$ cat src/hdl/rhs_defines.svh
/*
 * Command codes, bit positions and reset values of the root hub status block.
 * Assumes it is included by its bare name wherever these constants are needed.
 */
`ifndef RHS_DEFINES_SVH
`define RHS_DEFINES_SVH

// ----------------------------------------
// command codes
// ----------------------------------------
`define RHS_CMD_HUB_RD 8'h14
`define RHS_CMD_HUB_WR 8'h94
`define RHS_CMD_P1_RD 8'h15
`define RHS_CMD_P1_WR 8'h95
`define RHS_CMD_P2_RD 8'h16
`define RHS_CMD_P2_WR 8'h96

// ----------------------------------------
// root_hub_state bit positions
// ----------------------------------------
`define RHS_HUB_CLEAR_WAKE_BIT 31
`define RHS_HUB_OC_CHANGE_BIT 17
`define RHS_HUB_SET_POWER_BIT 16
`define RHS_HUB_WAKE_BIT 15
`define RHS_HUB_OC_BIT 1
`define RHS_HUB_CLEAR_POWER_BIT 0

// ----------------------------------------
// port_state_register bit positions
// ----------------------------------------
`define RHS_PORT_CONNECTED_BIT 0
`define RHS_PORT_ENABLE_BIT 1
`define RHS_PORT_POWER_BIT 8
`define RHS_PORT_CLEAR_POWER_BIT 9
`define RHS_PORT_CONNECT_CHANGE_BIT 16
`define RHS_PORT_ENABLE_CHANGE_BIT 17

// ----------------------------------------
// sizes and reset values
// ----------------------------------------
`define RHS_NUM_PORTS 2
`define RHS_HUB_RESET 32'h0000_0000
`define RHS_PORT_RESET 32'h0000_0000

`endif

$ cat src/hdl/rhs_pkg.sv
/*
 * Types and the sticky-flag helper of the root hub status block.
 * Assumes nothing beyond a SystemVerilog compiler.
 */
package rhs_pkg;

    // ----------------------------------------
    // state of the hub-wide part
    // ----------------------------------------
    typedef struct packed {
        logic oc_meta;
        logic oc_sync;
        logic oc_flag;
        logic oc_change;
        logic wake_en;
        logic resume;
        logic rvalid;
        logic [31:0] rdata;
    } rhs_hub_t;

    // ----------------------------------------
    // state of one downstream port
    // ----------------------------------------
    typedef struct packed {
        logic conn_meta;
        logic conn_sync;
        logic conn_last;
        logic connected;
        logic enabled;
        logic powered;
        logic conn_change;
        logic enable_change;
        logic pend;
        logic [31:0] pend_data;
    } rhs_port_t;

    // hardware set wins over software clear
    function automatic logic rhs_sticky(input logic flag, input logic set, input logic clr);
        rhs_sticky = set | (flag & ~clr);
    endfunction

endpackage

$ cat src/hdl/rhs_port_reg.sv
/*
 * One port status register: connect tracking, enable, power and change flags,
 * with writes held back while a bus transaction is in progress.
 * Assumes the connect pin is asynchronous and the busy flag is on CLK_I.
 */
`timescale 1ns/10ps
`include "rhs_defines.svh"

module rhs_port_reg (
    input wire logic clk_i,
    input wire logic rst_b_i,
    input wire logic conn_pin_i,
    input wire logic xact_busy_i,
    input wire logic wr_i,
    input wire logic [31:0] wdata_i,
    input wire logic global_on_i,
    input wire logic global_off_i,
    input wire logic port_cmd_en_i,
    output logic [31:0] rdata_o,
    output logic power_o,
    output logic conn_change_o
);

    rhs_pkg::rhs_port_t r_reg;
    rhs_pkg::rhs_port_t r_next;

    logic conn_evt;
    logic apply;
    logic [31:0] wv;
    logic force_csc;
    logic hw_disable;
    logic pwr_on;
    logic pwr_off;

    // ----------------------------------------
    // next state
    // ----------------------------------------
    always_comb begin
        r_next = r_reg;
        r_next.conn_meta = conn_pin_i;
        r_next.conn_sync = r_reg.conn_meta;
        r_next.conn_last = r_reg.conn_sync;
        conn_evt = r_reg.conn_sync ^ r_reg.conn_last;
        r_next.connected = r_reg.conn_sync;
        // held write lands once the transaction is over
        apply = r_reg.pend & ~xact_busy_i;
        wv = apply ? r_reg.pend_data : 32'h0000_0000;
        if (apply) begin
            r_next.pend = 1'b0;
        end
        if (wr_i) begin
            r_next.pend = 1'b1;
            r_next.pend_data = wdata_i;
        end
        hw_disable = conn_evt & ~r_reg.conn_sync & r_reg.enabled;
        force_csc = wv[`RHS_PORT_ENABLE_BIT] & ~r_reg.connected;
        if (hw_disable || wv[`RHS_PORT_CONNECTED_BIT]) begin
            r_next.enabled = 1'b0;
        end else if (wv[`RHS_PORT_ENABLE_BIT] && r_reg.connected) begin
            r_next.enabled = 1'b1;
        end
        // global commands arrive already masked per port
        pwr_on = global_on_i | (port_cmd_en_i & wv[`RHS_PORT_POWER_BIT]);
        pwr_off = global_off_i | (port_cmd_en_i & wv[`RHS_PORT_CLEAR_POWER_BIT]);
        if (pwr_off) begin
            r_next.powered = 1'b0;
        end else if (pwr_on) begin
            r_next.powered = 1'b1;
        end
        r_next.conn_change = rhs_pkg::rhs_sticky(r_reg.conn_change, conn_evt | force_csc,
                                                 wv[`RHS_PORT_CONNECT_CHANGE_BIT]);
        r_next.enable_change = rhs_pkg::rhs_sticky(r_reg.enable_change, hw_disable,
                                                   wv[`RHS_PORT_ENABLE_CHANGE_BIT]);
    end

    // ----------------------------------------
    // register
    // ----------------------------------------
    always_ff @(posedge clk_i or negedge rst_b_i) begin
        if (!rst_b_i) begin
            r_reg <= '0;
        end else begin
            r_reg <= r_next;
        end
    end

    // status in the low word, change flags in the high word
    always_comb begin
        rdata_o = `RHS_PORT_RESET;
        rdata_o[`RHS_PORT_CONNECTED_BIT] = r_reg.connected;
        rdata_o[`RHS_PORT_ENABLE_BIT] = r_reg.enabled;
        rdata_o[`RHS_PORT_POWER_BIT] = r_reg.powered;
        rdata_o[`RHS_PORT_CONNECT_CHANGE_BIT] = r_reg.conn_change;
        rdata_o[`RHS_PORT_ENABLE_CHANGE_BIT] = r_reg.enable_change;
    end

    assign power_o = r_reg.powered;
    assign conn_change_o = conn_evt;

endmodule

$ cat src/hdl/rhs_root_hub.sv
/*
 * Root hub status register and two port status registers reached by
 * read and write command codes on the processor interface: command decode,
 * global power steering, the overcurrent indicator and its change flag,
 * the wake enable, the resume event and the registered read return.
 * Assumes overcurrent and connect pins are asynchronous; mode, mask, busy
 * and suspend inputs come from logic on CLK_I.
 * Assumes a command is a one-cycle valid pulse and a read is answered once.
 */
`timescale 1ns/10ps
`include "rhs_defines.svh"

module rhs_root_hub (
    input wire logic CLK_I,
    input wire logic RST_B_I,
    input wire logic [7:0] CMD_I,
    input wire logic CMD_VALID_I,
    input wire logic [31:0] WDATA_I,
    output logic [31:0] RDATA_O,
    output logic RDATA_VALID_O,
    input wire logic PER_PORT_SWITCH_SELECT_I,
    input wire logic [1:0] PER_PORT_POWER_MASK_BITS_I,
    input wire logic PER_PORT_OC_REPORT_I,
    input wire logic GLOBAL_OC_I,
    input wire logic [1:0] PORT_CONNECT_I,
    input wire logic XACT_BUSY_I,
    input wire logic SUSPENDED_I,
    output logic [1:0] PORT_POWERED_O,
    output logic RESUME_SEEN_INTERRUPT_O
);

    rhs_pkg::rhs_hub_t r_reg;
    rhs_pkg::rhs_hub_t r_next;

    logic hub_wr;
    logic hub_rd;
    logic [1:0] port_wr;
    logic [1:0] port_rd;
    logic global_on;
    logic global_off;
    logic oci_now;
    logic [1:0] gate_global;
    logic [1:0] gate_port;
    logic [1:0] conn_change;
    logic [31:0] port_rdata [0:`RHS_NUM_PORTS-1];
    logic [31:0] hub_view;
    logic oc_edge;
    logic oc_clear;
    logic wake_clear;
    logic wake_set;
    logic resume_evt;
    logic [1:0] port_on;
    logic [1:0] port_off;
    logic rd_any;
    logic [31:0] rd_word;

    // ----------------------------------------
    // helpers
    // ----------------------------------------
    // a code counts only in the cycle its valid is high
    function automatic logic rhs_code_hit(input logic valid, input logic [7:0] code, input logic [7:0] want);
        rhs_code_hit = valid & (code == want);
    endfunction

    // ----------------------------------------
    // command decode
    // ----------------------------------------
    // unknown codes match nothing and are dropped
    always_comb begin
        hub_wr = rhs_code_hit(CMD_VALID_I, CMD_I, `RHS_CMD_HUB_WR);
        hub_rd = rhs_code_hit(CMD_VALID_I, CMD_I, `RHS_CMD_HUB_RD);
        port_wr[0] = rhs_code_hit(CMD_VALID_I, CMD_I, `RHS_CMD_P1_WR);
        port_wr[1] = rhs_code_hit(CMD_VALID_I, CMD_I, `RHS_CMD_P2_WR);
        port_rd[0] = rhs_code_hit(CMD_VALID_I, CMD_I, `RHS_CMD_P1_RD);
        port_rd[1] = rhs_code_hit(CMD_VALID_I, CMD_I, `RHS_CMD_P2_RD);
    end

    // ----------------------------------------
    // global power steering
    // ----------------------------------------
    always_comb begin
        global_on = hub_wr & WDATA_I[`RHS_HUB_SET_POWER_BIT];
        global_off = hub_wr & WDATA_I[`RHS_HUB_CLEAR_POWER_BIT];
        // global mode: every port; per-port mode: unmasked ports only
        gate_global = ~({2{PER_PORT_SWITCH_SELECT_I}} & PER_PORT_POWER_MASK_BITS_I);
        gate_port = {2{PER_PORT_SWITCH_SELECT_I}} & PER_PORT_POWER_MASK_BITS_I;
        // only the two implemented ports see the global commands
        port_on = {2{global_on}} & gate_global;
        port_off = {2{global_off}} & gate_global;
    end

    // ----------------------------------------
    // per-port registers
    // ----------------------------------------
    genvar gi;
    generate
        for (gi = 0; gi < `RHS_NUM_PORTS; gi = gi + 1) begin : g_port
            // each port holds its own write until the bus is quiet
            rhs_port_reg u_port (
                .clk_i(CLK_I),
                .rst_b_i(RST_B_I),
                .conn_pin_i(PORT_CONNECT_I[gi]),
                .xact_busy_i(XACT_BUSY_I),
                .wr_i(port_wr[gi]),
                .wdata_i(WDATA_I),
                .global_on_i(port_on[gi]),
                .global_off_i(port_off[gi]),
                .port_cmd_en_i(gate_port[gi]),
                .rdata_o(port_rdata[gi]),
                .power_o(PORT_POWERED_O[gi]),
                .conn_change_o(conn_change[gi])
            );
        end
    endgenerate

    // ----------------------------------------
    // hub register view
    // ----------------------------------------
    always_comb begin
        hub_view = `RHS_HUB_RESET;
        hub_view[`RHS_HUB_CLEAR_WAKE_BIT] = 1'b0;
        hub_view[`RHS_HUB_OC_CHANGE_BIT] = r_reg.oc_change;
        hub_view[`RHS_HUB_SET_POWER_BIT] = 1'b0;
        hub_view[`RHS_HUB_WAKE_BIT] = r_reg.wake_en;
        hub_view[`RHS_HUB_OC_BIT] = r_reg.oc_flag;
        hub_view[`RHS_HUB_CLEAR_POWER_BIT] = 1'b0;
    end

    // ----------------------------------------
    // overcurrent indicator
    // ----------------------------------------
    always_comb begin
        // per-port reporting forces the hub indicator low
        oci_now = r_reg.oc_sync & ~PER_PORT_OC_REPORT_I;
        oc_edge = oci_now ^ r_reg.oc_flag;
        oc_clear = hub_wr & WDATA_I[`RHS_HUB_OC_CHANGE_BIT];
    end

    // ----------------------------------------
    // wake enable commands
    // ----------------------------------------
    always_comb begin
        wake_clear = hub_wr & WDATA_I[`RHS_HUB_CLEAR_WAKE_BIT];
        wake_set = hub_wr & WDATA_I[`RHS_HUB_WAKE_BIT];
    end

    // ----------------------------------------
    // resume event
    // ----------------------------------------
    always_comb begin
        // a connect change on either port wakes a suspended controller while wake is enabled
        resume_evt = r_reg.wake_en & SUSPENDED_I & (|conn_change);
    end

    // ----------------------------------------
    // read return select
    // ----------------------------------------
    always_comb begin
        rd_any = hub_rd | port_rd[0] | port_rd[1];
        // zero outside a read so no stale word stands on the bus
        rd_word = 32'h0000_0000;
        if (hub_rd) begin
            rd_word = hub_view;
        end else if (port_rd[0]) begin
            rd_word = port_rdata[0];
        end else if (port_rd[1]) begin
            rd_word = port_rdata[1];
        end
    end

    // ----------------------------------------
    // next state
    // ----------------------------------------
    always_comb begin
        r_next = r_reg;
        // two flops before the overcurrent pin is read
        r_next.oc_meta = GLOBAL_OC_I;
        r_next.oc_sync = r_reg.oc_meta;
        r_next.oc_flag = oci_now;
        // a change and a clear in one cycle leave the flag set
        r_next.oc_change = rhs_pkg::rhs_sticky(r_reg.oc_change, oc_edge, oc_clear);
        // clear wins when both wake bits are written in one command
        if (wake_clear) begin
            r_next.wake_en = 1'b0;
        end else if (wake_set) begin
            r_next.wake_en = 1'b1;
        end
        r_next.resume = resume_evt;
        r_next.rvalid = rd_any;
        r_next.rdata = rd_word;
    end

    // ----------------------------------------
    // register
    // ----------------------------------------
    always_ff @(posedge CLK_I or negedge RST_B_I) begin
        if (!RST_B_I) begin
            r_reg <= '0;
        end else begin
            r_reg <= r_next;
        end
    end

    // ----------------------------------------
    // outputs
    // ----------------------------------------
    assign RDATA_O = r_reg.rdata;
    assign RDATA_VALID_O = r_reg.rvalid;
    assign RESUME_SEEN_INTERRUPT_O = r_reg.resume;

endmodule

$ cat config.mk
export PLATFORM = sky130hd
export DESIGN_NAME = rhs_root_hub
export DESIGN_NICKNAME = d
export VERILOG_FILES = /design/src/hdl/rhs_pkg.sv /design/src/hdl/rhs_port_reg.sv /design/src/hdl/rhs_root_hub.sv
export VERILOG_INCLUDE_DIRS = /design/src /design/src/hdl
export SDC_FILE = /design/constraint.sdc
export NUM_CORES = 1
export LEC_CHECK = 0
export BUFFER_PORTS_ARGS = -buffer_cell sky130_fd_sc_hd__buf_2
export CAP_MARGIN = 20
export CORE_MARGIN = 4
export CORE_UTILIZATION = 39
export DETAILED_ROUTE_END_ITERATION = 10
export MAX_ROUTING_LAYER = met4
export PLACE_DENSITY = 0.68
export RECOVER_POWER = 100
export SYNTH_ARGS = -nofsm -noshare
export SYNTH_HDL_FRONTEND = slang
export SYNTH_HIERARCHICAL = 1
export SYNTH_SLANG_ARGS = --single-unit
$ cat constraint.sdc
create_clock -name CLK_I -period 2.34 [get_ports CLK_I]
set_input_delay 0.351 -clock CLK_I [delete_from_list [all_inputs] [get_ports CLK_I]]
set_output_delay 0.351 -clock CLK_I [all_outputs]
set_load 0.01 [all_outputs]
Word level (Yosys, flattened, before mapping). Index checks and enable logic that the tools add are counted.

Memories: 0. RAM bits: 0. Register bits after elaboration: 119. Bits in read-only memories: 0. Output and inout bits: 36. Bits of input ports: 52. Bits in latches: 0.

Shift-type cells: 0. Muxes and demuxes: 19. Divide/modulo/power cells: 0. $mul: 0. Reduce and logical (&&, ||, !) cells: 12. Order comparisons: 0. Equal/unequal tests: 6. Add/subtract/negate cells: 0. Bitwise gates (word level): 62.

Operators by type and width (count): 2-to-1 mux 18 bit (4); 2-to-1 mux 33 bit (2); 2-to-1 mux 32 bit (1); bitwise AND 1 bit (31); == test 8 x 5 -> 1 bit (second input constant) (3); == test 8 bit (second input constant) (3); nonzero test 2 bit (7); bitwise OR 1 bit (13); 2-to-1 mux 1 bit (12); inverter 1 bit (11); bitwise AND 2 bit (3); bitwise XOR 1 bit (3); logical AND 1 bit (2); logical OR 1 bit (2); inverter 2 bit (1); OR reduction 2 bit (1).

Depth between registers and ports, before layout. Gate-level depths: netlist (run 1).

Depth in word-level cells: 7. Gate-level depth with buffers: 6. Mapped depth without buffers: 5.

Modules after synthesis. Netlist (run 1), hierarchy kept.

Modules (own cells, without submodules): rhs_root_hub (area each 2067.0 µm², times used 1, cells each 218, sequential area each 975.9 µm²); rhs_port_reg (area each 813.3 µm², times used 2, cells each 72, sequential area each 350.3 µm²).

Least setup slack after synthesis (run 1). No wires, ideal clock.

Kind: input to register. Start: input CMD_I[0]. End: register g_port[1].u_port/r_reg[0] (netlist name). Stages: 6. Setup time: 0.125 ns. Arrival time: 1.598 ns. Slack: 0.617 ns. Cell sequence: and4bb_2 clkbuf_1 nand2_1 nor2_1 buf_2 mux2_2.

Cells in the longest elaborated chain, start to end: 2.

Ends and longest elaborated chain: from (decl) (RTL line rhs_root_hub.sv:16) `input wire logic [7:0] CMD_I,`; == test 8 bit (RTL line rhs_root_hub.sv:62) `rhs_code_hit = valid & (code == want);`; bitwise AND 1 bit (RTL line rhs_root_hub.sv:62); net port_wr[1] (RTL line rhs_root_hub.sv:37) `logic [1:0] port_wr;`; to (signal assigned) (RTL line rhs_port_reg.sv:83) `r_reg <= r_next;`; to (decl) (RTL line rhs_port_reg.sv:24) `rhs_pkg::rhs_port_t r_reg;`.

The timed path passes the listed nets, and every way through them passes these cells. A chain may end at the register's enable or synchronous reset.

==> metrics.json, run 1 <==
{
  "status": {
    "status": "finished with violations",
    "failed_checks": "max-capacitance violations, max-slew violations"
  },
  "worst_setup_path": {
    "regToRegEndpoint": "RESUME_SEEN_INTERRUPT_O$_DFF_PN0_",
    "r2r_setup_slack_ns": 1.20,
    "worst_r2r_startpoint": "g_port[1].u_port/rdata_o[0]$_DFF_PN0_",
    "cp_cell_sequence": "buf_2 > and4bb_2 > clkbuf_2 > nand2b_1 > o221a_1",
    "critical_path_rt_ns": 2.55,
    "worstSetupStartpointType": "input pin",
    "critPathKind": "in2reg",
    "cp_data_arrival_time_ns": 1.92,
    "cpPeakStageDelay_ns": 0.49,
    "timing.critical_path.to_type": "flip-flop",
    "first_element_of_the_critical_path": "CMD_I[0]",
    "critPathTopFamily": "buffers and inverters",
    "critical_path.slowest_cell": "sky130_fd_sc_hd__clkbuf_2",
    "cp.depth": 5,
    "timing.reg2reg.worst_path_depth": 3,
    "timing.critical_path.fanout_max": 30,
    "cp_num_buf_inv": 2,
    "worst_setup_path_endpoint": "RDATA_O[17]$_DFF_PN0_"
  },
  "timing": {
    "worst_pin_slew_ns": 1.64,
    "fmax_ghz": 0.584,
    "max_slew_headroom": -0.0931,
    "rsz0062_at_grt": "no",
    "finalSetupViolCount": 0,
    "holdWs_ns": 0.119,
    "layout_worst_path_cycle_share": 0.732,
    "finalCriticalPeriod_ns": 1.71,
    "maxSlewViolCount": 68,
    "fin_tns_setup_ns": 0,
    "worst_clk_skew_ns": 0.00792,
    "timing.final.hold_violations": 0
  },
  "route": {
    "drtIter0Drc": 46,
    "detail_route.vias_per_cell": 4.43,
    "wl_met3_um": 322,
    "num_vias": 2284,
    "top_layer_used": "met4",
    "post_drt_wl_per_cell_um": 12.5,
    "met2WireLength_um": 3200,
    "firstDrtPassIters": 4,
    "antenna_left": 0,
    "detail_route.wirelength_um": 6460,
    "drc": 0,
    "m1WireLength_um": 2830
  },
  "place": {
    "port_buffers": 63,
    "gp_weighted_congestion": 0.751,
    "dpl-instance-area_mm2": 0.00363,
    "post-dp-hpwl_um": 4500
  },
  "finish": {
    "ant_diodes": 0,
    "largest_register_ffs": 32,
    "multi_input_area_mm2": 0.00135,
    "sequential_cell_area_mm2": 0.00168,
    "fin_area_mm2": 0.00374,
    "layout_filler_cell_count": 940,
    "flow.area_growth_from_synthesis_pct": 1.32,
    "share_of_layout_cells_above_drive_strength_1": 0.205,
    "fin_nets": 435
  },
  "logic_synthesis": {
    "synth.distinct_cells": 44,
    "asyncSetResetFlopFracSynth": 1.00,
    "synth.ff_latch_count": 67,
    "synth_warnings": 6,
    "avgSynthCellArea_um2": 10.2,
    "synthFlopType": "sky130_fd_sc_hd__dfrtp_1",
    "synth_edf_count": 0,
    "synth_cells": 362,
    "synth-seq-area-share": 0.454,
    "synthesis.area_mm2": 0.00369
  },
  "global_route": {
    "grt_max_degree": 68,
    "grt.total_usage": 0.127,
    "first_pass_grt_wire_length_um": 10800,
    "antenna_violations_before_repair": 0,
    "first_global_vias": 2241,
    "grt.overflow.total": 0
  },
  "clock_network": {
    "cts-root-to-sink-buffers": 2,
    "cts-buffers-inserted": 9,
    "cts_tree": "done",
    "cts-root-buf": "sky130_fd_sc_hd__clkbuf_8",
    "worstSkewPairLatency_ns": 0.33,
    "clk_pin_slew_ns": 0.07,
    "cts_resized": 0,
    "post_cts.repair.setup_buffers": 0,
    "post_cts_hold_buffer_count": 0,
    "depth_of_the_cts_h_tree": 3,
    "cts.sink_count": 67
  },
  "die": {
    "chipHeight_um": 105,
    "die_width_um": 105,
    "coreArea_mm2": 0.00924,
    "fp.dieArea_mm2": 0.0111,
    "placement_rows": 35,
    "start_util": 0.400,
    "pin_count": 88
  },
  "power": {
    "power_leakage_uw": 0.00173,
    "power_density_mw_per_mm2": 616,
    "worst_ir_drop_vdd_mv": 0.335
  },
  "worst_hold_path": {
    "min_path_type": "in2reg"
  },
  "flow_run": {
    "maxCapViolations": 1
  }
}
[layout make-up]
class | instances | area share
multi-input combinational | 219 | 0.360
inverter | 13 | 0.0130
clock buffer | 11 | 0.0378
sequential | 67 | 0.448
timing repair buffer | 71 | 0.0839
clock inverter | 5 | 0.0140
tap | 129 | 0.0431
[cell families after synthesis]
group | share of synthesized area
multiplexers | 0.0366
other | 0.00203
flip-flops | 0.454
adder cells (fa/ha/maj) | 0.00677
AND/OR/NAND/NOR | 0.165
AO/OA/AOI/OAI | 0.101
buffers and inverters | 0.233
XOR/XNOR | 0.00237
[cells in the final DEF (no fill, tap or decap), drive strengths merged, types with 2 or more instances in the layout]
| cell type | count |
|---|---|
| buf | 30 |
| conb | 54 |
| o221a | 3 |
| nand4bb | 2 |
| o22ai | 2 |
| o221ai | 2 |
| a22o | 2 |
| clkbuf | 52 |
| nor2b | 4 |
| mux2 | 12 |
| nor2 | 4 |
| inv | 12 |
| clkinv | 4 |
| or2b | 2 |
| nand3b | 4 |
| nand3 | 58 |
| and3 | 4 |
| and4bb | 2 |
| and3b | 4 |
| ha | 2 |
| nand4b | 2 |
| or3b | 2 |
| a211oi | 2 |
| a21o | 2 |
| and4b | 2 |
| nand2 | 6 |
| dfrtp | 67 |
| nor3 | 2 |
| a21oi | 32 |
[metal layers]
metal | global-route usage | up-vias
li1 | - | 1132
met1 | 0.147 | 1088
met2 | 0.207 | 53
met3 | 0.0337 | 11
met4 | 0.0544 | 0
met5 | - | -
[synthesized netlist by cell type, types with 3 or more instances]
| cell | count | share of area |
|---|---|---|
| sky130_fd_sc_hd__buf_4 | 96 | 0.20 |
| sky130_fd_sc_hd__dfrtp_1 | 67 | 0.45 |
| sky130_fd_sc_hd__nand3_1 | 58 | 0.079 |
| sky130_fd_sc_hd__a21oi_1 | 22 | 0.030 |
| sky130_fd_sc_hd__clkbuf_1 | 12 | 0.012 |
| sky130_fd_sc_hd__mux2_2 | 12 | 0.037 |
| sky130_fd_sc_hd__inv_1 | 11 | 0.011 |
| sky130_fd_sc_hd__a21oi_2 | 10 | 0.024 |
| sky130_fd_sc_hd__nand2_1 | 6 | 0.0061 |
| sky130_fd_sc_hd__and3_1 | 4 | 0.0068 |
| sky130_fd_sc_hd__and3b_1 | 4 | 0.0095 |
| sky130_fd_sc_hd__nand3b_1 | 4 | 0.0081 |
| sky130_fd_sc_hd__nor2_1 | 4 | 0.0041 |
| sky130_fd_sc_hd__nor2b_1 | 4 | 0.0068 |
| sky130_fd_sc_hd__buf_2 | 3 | 0.0041 |
| sky130_fd_sc_hd__o221a_1 | 3 | 0.0091 |
[how the worst min path moves through the flow]
| stage | from | end | slack [ns] | depth (start not counted) |
|---|---|---|---|---|
| 2_1_floorplan | RST_B_I | RDATA_O[0]$_DFF_PN0_ | 0.06 | 0 |
| 3_3_place_gp | r_next[37]$_DFF_PN0_ | r_reg[37]$_DFF_PN0_ | 0.34 | 0 |
| 3_5_place_dp | r_next[37]$_DFF_PN0_ | r_reg[37]$_DFF_PN0_ | 0.34 | 0 |
| 4_1_cts | RST_B_I | g_port[1].u_port/r_reg[9]$_DFFE_PN0P_ | 0.02 | 2 |
| 5_1_grt | PORT_CONNECT_I[0] | g_port[0].u_port/r_next[39]$_DFF_PN0_ | 0.09 | 1 |
| 6_report | PORT_CONNECT_I[0] | g_port[0].u_port/r_next[39]$_DFF_PN0_ | 0.12 | 1 |
[metrics by stage]
stage | worst slack (ns) | std cells | total power, uW | util
floorplan | 0.617 | 414 | 1390 | -
global placement | 0.526 | 499 | 1390 | 0.393
detailed placement | 0.500 | 499 | 1390 | 0.393
CTS | 0.874 | 515 | 2360 | 0.414
global route | 0.485 | 515 | 2430 | 0.405
finish | 0.627 | 515 | 2310 | 0.405
[power breakdown]
| part | switching [uW] | internal (uW) | total, uW |
|---|---|---|---|
| Sequential | 14.7 | 1180 | 1200 |
| Clock | 427 | 516 | 943 |
| Combinational | 106 | 57.4 | 163 |
| Total | 548 | 1760 | 2310 |
No activity file was read; power rests on OpenSTA's default activity.
==> run 2, diff against run 1 <==
ABC_AREA = 1   (was not set)
clock period = 1.8 ns   (was 2.34 ns; I/O delays follow)
==> run 2 against run 1 <==
The flow now finishes without violations; non-clock buffer count fell by 1; die area rose by 3.0%; setup slack got worse by 0.17 ns; global-route usage fell by 0.88 points; clock skew fell by 0.0023 ns; area after synthesis rose by 3.2%; via count rose by 2.5%.
==> metrics.json, run 2 <==
{
  "die": {
    "chipHeight": {"value": 107, "unit": "um", "change": "was 105 um"},
    "placement_rows": {"value": 35, "change": "unchanged"},
    "die_width": {"value": 107, "unit": "um", "change": "was 105 um"},
    "start_util": {"value": 0.407, "change": "was 0.400"},
    "pin_count": {"value": 88, "change": "unchanged"},
    "coreArea": {"value": 0.00937, "unit": "mm^2", "change": "was 0.00924 mm^2"},
    "fp.dieArea": {"value": 0.0114, "unit": "mm^2", "change": "was 0.0111 mm^2"}
  },
  "route": {
    "antenna_left": {"value": 0, "change": "unchanged"},
    "drc": {"value": 0, "change": "unchanged"},
    "detail_route.wirelength": {"value": 5930, "unit": "um", "change": "was 6460 um"},
    "num_vias": {"value": 2340, "change": "was 2284"},
    "post_drt_wl_per_cell": {"value": 9.92, "unit": "um", "change": "was 12.5 um"},
    "detail_route.vias_per_cell": {"value": 3.91, "change": "was 4.43"},
    "drtIter0Drc": {"value": 87, "change": "was 46"},
    "firstDrtPassIters": {"value": 4, "change": "unchanged"}
  },
  "global_route": {
    "grt_max_degree": {"value": 68, "change": "unchanged"},
    "antenna_violations_before_repair": {"value": 0, "change": "unchanged"},
    "first_global_vias": {"value": 2332, "change": "was 2241"},
    "first_pass_grt_wire_length": {"value": 10400, "unit": "um", "change": "was 10800 um"},
    "grt.overflow.total": {"value": 0, "change": "unchanged"},
    "grt.total_usage": {"value": 0.118, "change": "was 0.127"}
  },
  "place": {
    "port_buffers": {"value": 63, "change": "unchanged"},
    "gp_weighted_congestion": {"value": 0.812, "change": "was 0.751"},
    "post-dp-hpwl": {"value": 4460, "unit": "um", "change": "was 4500 um"},
    "pre_cts_ws": {"value": 0.309, "unit": "ns", "change": "was 0.500 ns"}
  },
  "logic_synthesis": {
    "synth-seq-area-share": {"value": 0.440, "change": "was 0.454"},
    "netlist_top_cells_area": {"value": "sky130_fd_sc_hd__dfrtp_1 (44%), sky130_fd_sc_hd__buf_4 (19%), sky130_fd_sc_hd__nand2_1 (13%), sky130_fd_sc_hd__nand3_2 (6.3%), sky130_fd_sc_hd__inv_1 (3.6%)", "change": "was sky130_fd_sc_hd__dfrtp_1 (45%), sky130_fd_sc_hd__buf_4 (20%), sky130_fd_sc_hd__nand3_1 (7.9%), sky130_fd_sc_hd__mux2_2 (3.7%), sky130_fd_sc_hd__a21oi_1 (3.0%)"},
    "synth_top_area_cell": {"value": "sky130_fd_sc_hd__dfrtp_1", "change": "unchanged"},
    "synth_cells": {"value": 438, "change": "was 362"},
    "synthesis.area": {"value": 0.00381, "unit": "mm^2", "change": "was 0.00369 mm^2"},
    "avgSynthCellArea": {"value": 8.70, "unit": "um^2", "change": "was 10.2 um^2"},
    "synth.distinct_cells": {"value": 27, "change": "was 44"},
    "synthFlopType": {"value": "sky130_fd_sc_hd__dfrtp_1", "change": "unchanged"},
    "yosysTopAreaCellShare": {"value": 0.440, "change": "was 0.454"},
    "asyncSetResetFlopFracSynth": {"value": 1.00, "change": "unchanged"},
    "synth_warnings": {"value": 6, "change": "unchanged"},
    "synth_edf_count": {"value": 0, "change": "unchanged"},
    "synth.cells.most_frequent": {"value": "sky130_fd_sc_hd__nand2_1 (132), sky130_fd_sc_hd__buf_4 (96), sky130_fd_sc_hd__dfrtp_1 (67)", "change": "was sky130_fd_sc_hd__buf_4 (96), sky130_fd_sc_hd__dfrtp_1 (67), sky130_fd_sc_hd__nand3_1 (58)"},
    "yosys.cell_count.top_type": {"value": "sky130_fd_sc_hd__nand2_1", "change": "was sky130_fd_sc_hd__buf_4"},
    "synth.ff_latch_count": {"value": 67, "change": "unchanged"}
  },
  "power": {
    "power_leakage": {"value": 0.00207, "unit": "uW", "change": "was 0.00173 uW"},
    "design_power_total": {"value": 2950, "unit": "uW", "change": "was 2310 uW"},
    "worst_ir_drop_vdd": {"value": 0.464, "unit": "mV", "change": "was 0.335 mV"},
    "power_density": {"value": 769, "unit": "mW/mm^2", "change": "was 616 mW/mm^2"}
  },
  "timing": {
    "timing.final.hold_violations": {"value": 0, "change": "unchanged"},
    "maxSlewViolCount": {"value": 0, "change": "was 68"},
    "holdWs": {"value": 0.0422, "unit": "ns", "change": "was 0.119 ns"},
    "layout_worst_path_cycle_share": 0.744,
    "max_slew_headroom": {"value": 0.406, "change": "was -0.0931"},
    "finalCriticalPeriod_ns": 1.34,
    "worst_pin_slew": {"value": 0.892, "unit": "ns", "change": "was 1.64 ns"},
    "rsz0062_at_grt": {"value": "no", "change": "unchanged"},
    "fmax_ghz": 0.747,
    "worst_clk_skew": {"value": 0.00566, "unit": "ns", "change": "was 0.00792 ns"},
    "post-route-worst-setup-slack": {"value": 0.461, "unit": "ns", "change": "was 0.627 ns"},
    "fin_tns_setup": {"value": 0, "unit": "ns", "change": "unchanged"},
    "finalSetupViolCount": {"value": 0, "change": "unchanged"}
  },
  "worst_setup_path": {
    "r2r_setup_slack": {"value": 0.66, "unit": "ns", "change": "was 1.20 ns"},
    "cp_data_arrival_time": {"value": 1.57, "unit": "ns", "change": "was 1.92 ns"},
    "worstSetupStartpointType": {"value": "input pin", "change": "unchanged"},
    "critical_path_rt": {"value": 2.03, "unit": "ns", "change": "was 2.55 ns"},
    "timing.critical_path.fanout_max": {"value": 14, "change": "was 30"},
    "timing.critical_path.to_type": {"value": "flip-flop", "change": "unchanged"},
    "critPathKind": {"value": "in2reg", "change": "unchanged"}
  },
  "finish": {
    "largest_register_ffs": {"value": 32, "change": "unchanged"},
    "ant_diodes": {"value": 0, "change": "unchanged"},
    "layout.cells.most_common_list": {"value": "sky130_fd_sc_hd__nand2_1 (133), sky130_fd_sc_hd__dfrtp_1 (67), sky130_fd_sc_hd__conb_1 (54)", "change": "was sky130_fd_sc_hd__dfrtp_1 (67), sky130_fd_sc_hd__nand3_1 (58), sky130_fd_sc_hd__conb_1 (54)"},
    "layout_filler_cell_count": {"value": 1002, "change": "was 940"},
    "fin_nets": {"value": 519, "change": "was 435"},
    "share_of_layout_cells_above_drive_strength_1": {"value": 0.166, "change": "was 0.205"},
    "fin_util": {"value": 0.409, "change": "was 0.405"},
    "flow.area_growth_from_synthesis": {"value": 0.591, "unit": "%", "change": "was 1.32%"},
    "layout.cells.most_common": {"value": "sky130_fd_sc_hd__nand2_1", "change": "was sky130_fd_sc_hd__dfrtp_1"}
  },
  "clock_network": {
    "cts-root-to-sink-buffers": {"value": 2, "change": "unchanged"},
    "cts-root-buf": {"value": "sky130_fd_sc_hd__clkbuf_8", "change": "unchanged"},
    "cts_tree": {"value": "done", "change": "unchanged"},
    "cts-buffers-inserted": {"value": 9, "change": "unchanged"},
    "worstSkewPairLatency": {"value": 0.33, "unit": "ns", "change": "about the same"},
    "cts.sink_count": {"value": 67, "change": "unchanged"},
    "depth_of_the_cts_h_tree": {"value": 3, "change": "unchanged"},
    "clk_pin_slew": {"value": 0.07, "unit": "ns", "change": "about the same"},
    "post_cts.repair.setup_buffers": {"value": 0, "change": "unchanged"}
  },
  "worst_hold_path": {
    "min_path_type": {"value": "in2reg", "change": "unchanged"}
  },
  "flow_run": {
    "maxCapViolations": {"value": 0, "change": "was 1"}
  },
  "status": {
    "status": {"value": "finished clean", "change": "was finished with violations"}
  }
}
## run 2: cell types whose count changed after synthesis, moves of 5 or more
cell | previous run | this run
sky130_fd_sc_hd__mux2_2 | 12 | 0
sky130_fd_sc_hd__nor2_1 | 4 | 13
sky130_fd_sc_hd__a21oi_2 | 10 | 2
sky130_fd_sc_hd__a21oi_1 | 22 | 0
sky130_fd_sc_hd__clkbuf_1 | 12 | 0
sky130_fd_sc_hd__o21ai_0 | 0 | 11
sky130_fd_sc_hd__nand3_2 | 0 | 24
sky130_fd_sc_hd__nand2_1 | 6 | 132
sky130_fd_sc_hd__nand3_1 | 58 | 16
sky130_fd_sc_hd__nor2_4 | 0 | 5
sky130_fd_sc_hd__inv_1 | 11 | 37
## run 2: report_power, final
group	internal [uW]	total, uW	switching, uW
clock	707	1220	512
sequential	1540	1560	21.0
combinational	52.1	167	115
## run 2: layout make-up
| type | count | area, um^2 | area share |
|---|---|---|---|
| clock buffer | 13 | 159 | 0.0414 |
| clock inverter | 2 | 35.0 | 0.00914 |
| inverter | 42 | 171 | 0.0447 |
| multi-input combinational | 275 | 1320 | 0.344 |
| sequential | 67 | 1680 | 0.437 |
| tap | 129 | 161 | 0.0421 |
| timing repair buffer | 70 | 312 | 0.0812 |
## run 2: logic make-up (layout without fill, tap and decap cells)
logic type      after synthesis  after routing  synth area share
xor+xnor                      1              1           0.00230
simple gates                203            203             0.264
buf+inv                     148            127             0.262
compound gates               15             15            0.0236
fa+ha+maj                     2              2           0.00656
other cells                   2             54           0.00197
flops                        67             67             0.440
## run 2: timing repair
| action | CTS | global route |
|---|---|---|
| gates resized for setup | 0 | 0 |
| hold buffers | 1 | 0 |
| endpoints found under the setup margin | 0 | 0 |
| endpoints found under the hold margin | 67 | 0 |
## run 2: worst max-delay path: stages
cell and delay, ns:
sky130_fd_sc_hd__buf_2 0.10, sky130_fd_sc_hd__inv_1 0.04, sky130_fd_sc_hd__nand2_1 0.08, sky130_fd_sc_hd__nor2_4 0.20
sky130_fd_sc_hd__nand3_1 0.50, sky130_fd_sc_hd__nand2_1 0.22, sky130_fd_sc_hd__inv_1 0.06, sky130_fd_sc_hd__nand2_1 0.06
sky130_fd_sc_hd__nand2_1 0.05
## run 2: final timing paths
kind	startpoint	end	cells past startpoint
max	CMD_I[5]	RDATA_O[17]$_DFF_PN0_	9
min	GLOBAL_OC_I	r_next[37]$_DFF_PN0_	1
max reg2reg	g_port[1].u_port/rdata_o[0]$_DFF_PN0_	RESUME_SEEN_INTERRUPT_O$_DFF_PN0_	3
min reg2reg	r_next[37]$_DFF_PN0_	r_reg[37]$_DFF_PN0_	0
max in group asynchronous	RST_B_I	RDATA_O[3]$_DFF_PN0_	3
min in group asynchronous	RST_B_I	RDATA_O[29]$_DFF_PN0_	3
## run 2: metal layers
metal	vias up	wire length, um	global-route usage
met5	-	0	-
met4	0	113	0.0475
met3	12	342	0.0271
met2	63	2720	0.190
met1	1018	2750	0.144
li1	1247	-	-
## run 2: metrics by stage
step	instances	area (um^2)
after CTS	598	3920
after global placement	582	3720
after floorplan	490	4010
after global routing	598	3830
final	598	3830
after detailed placement	582	3720
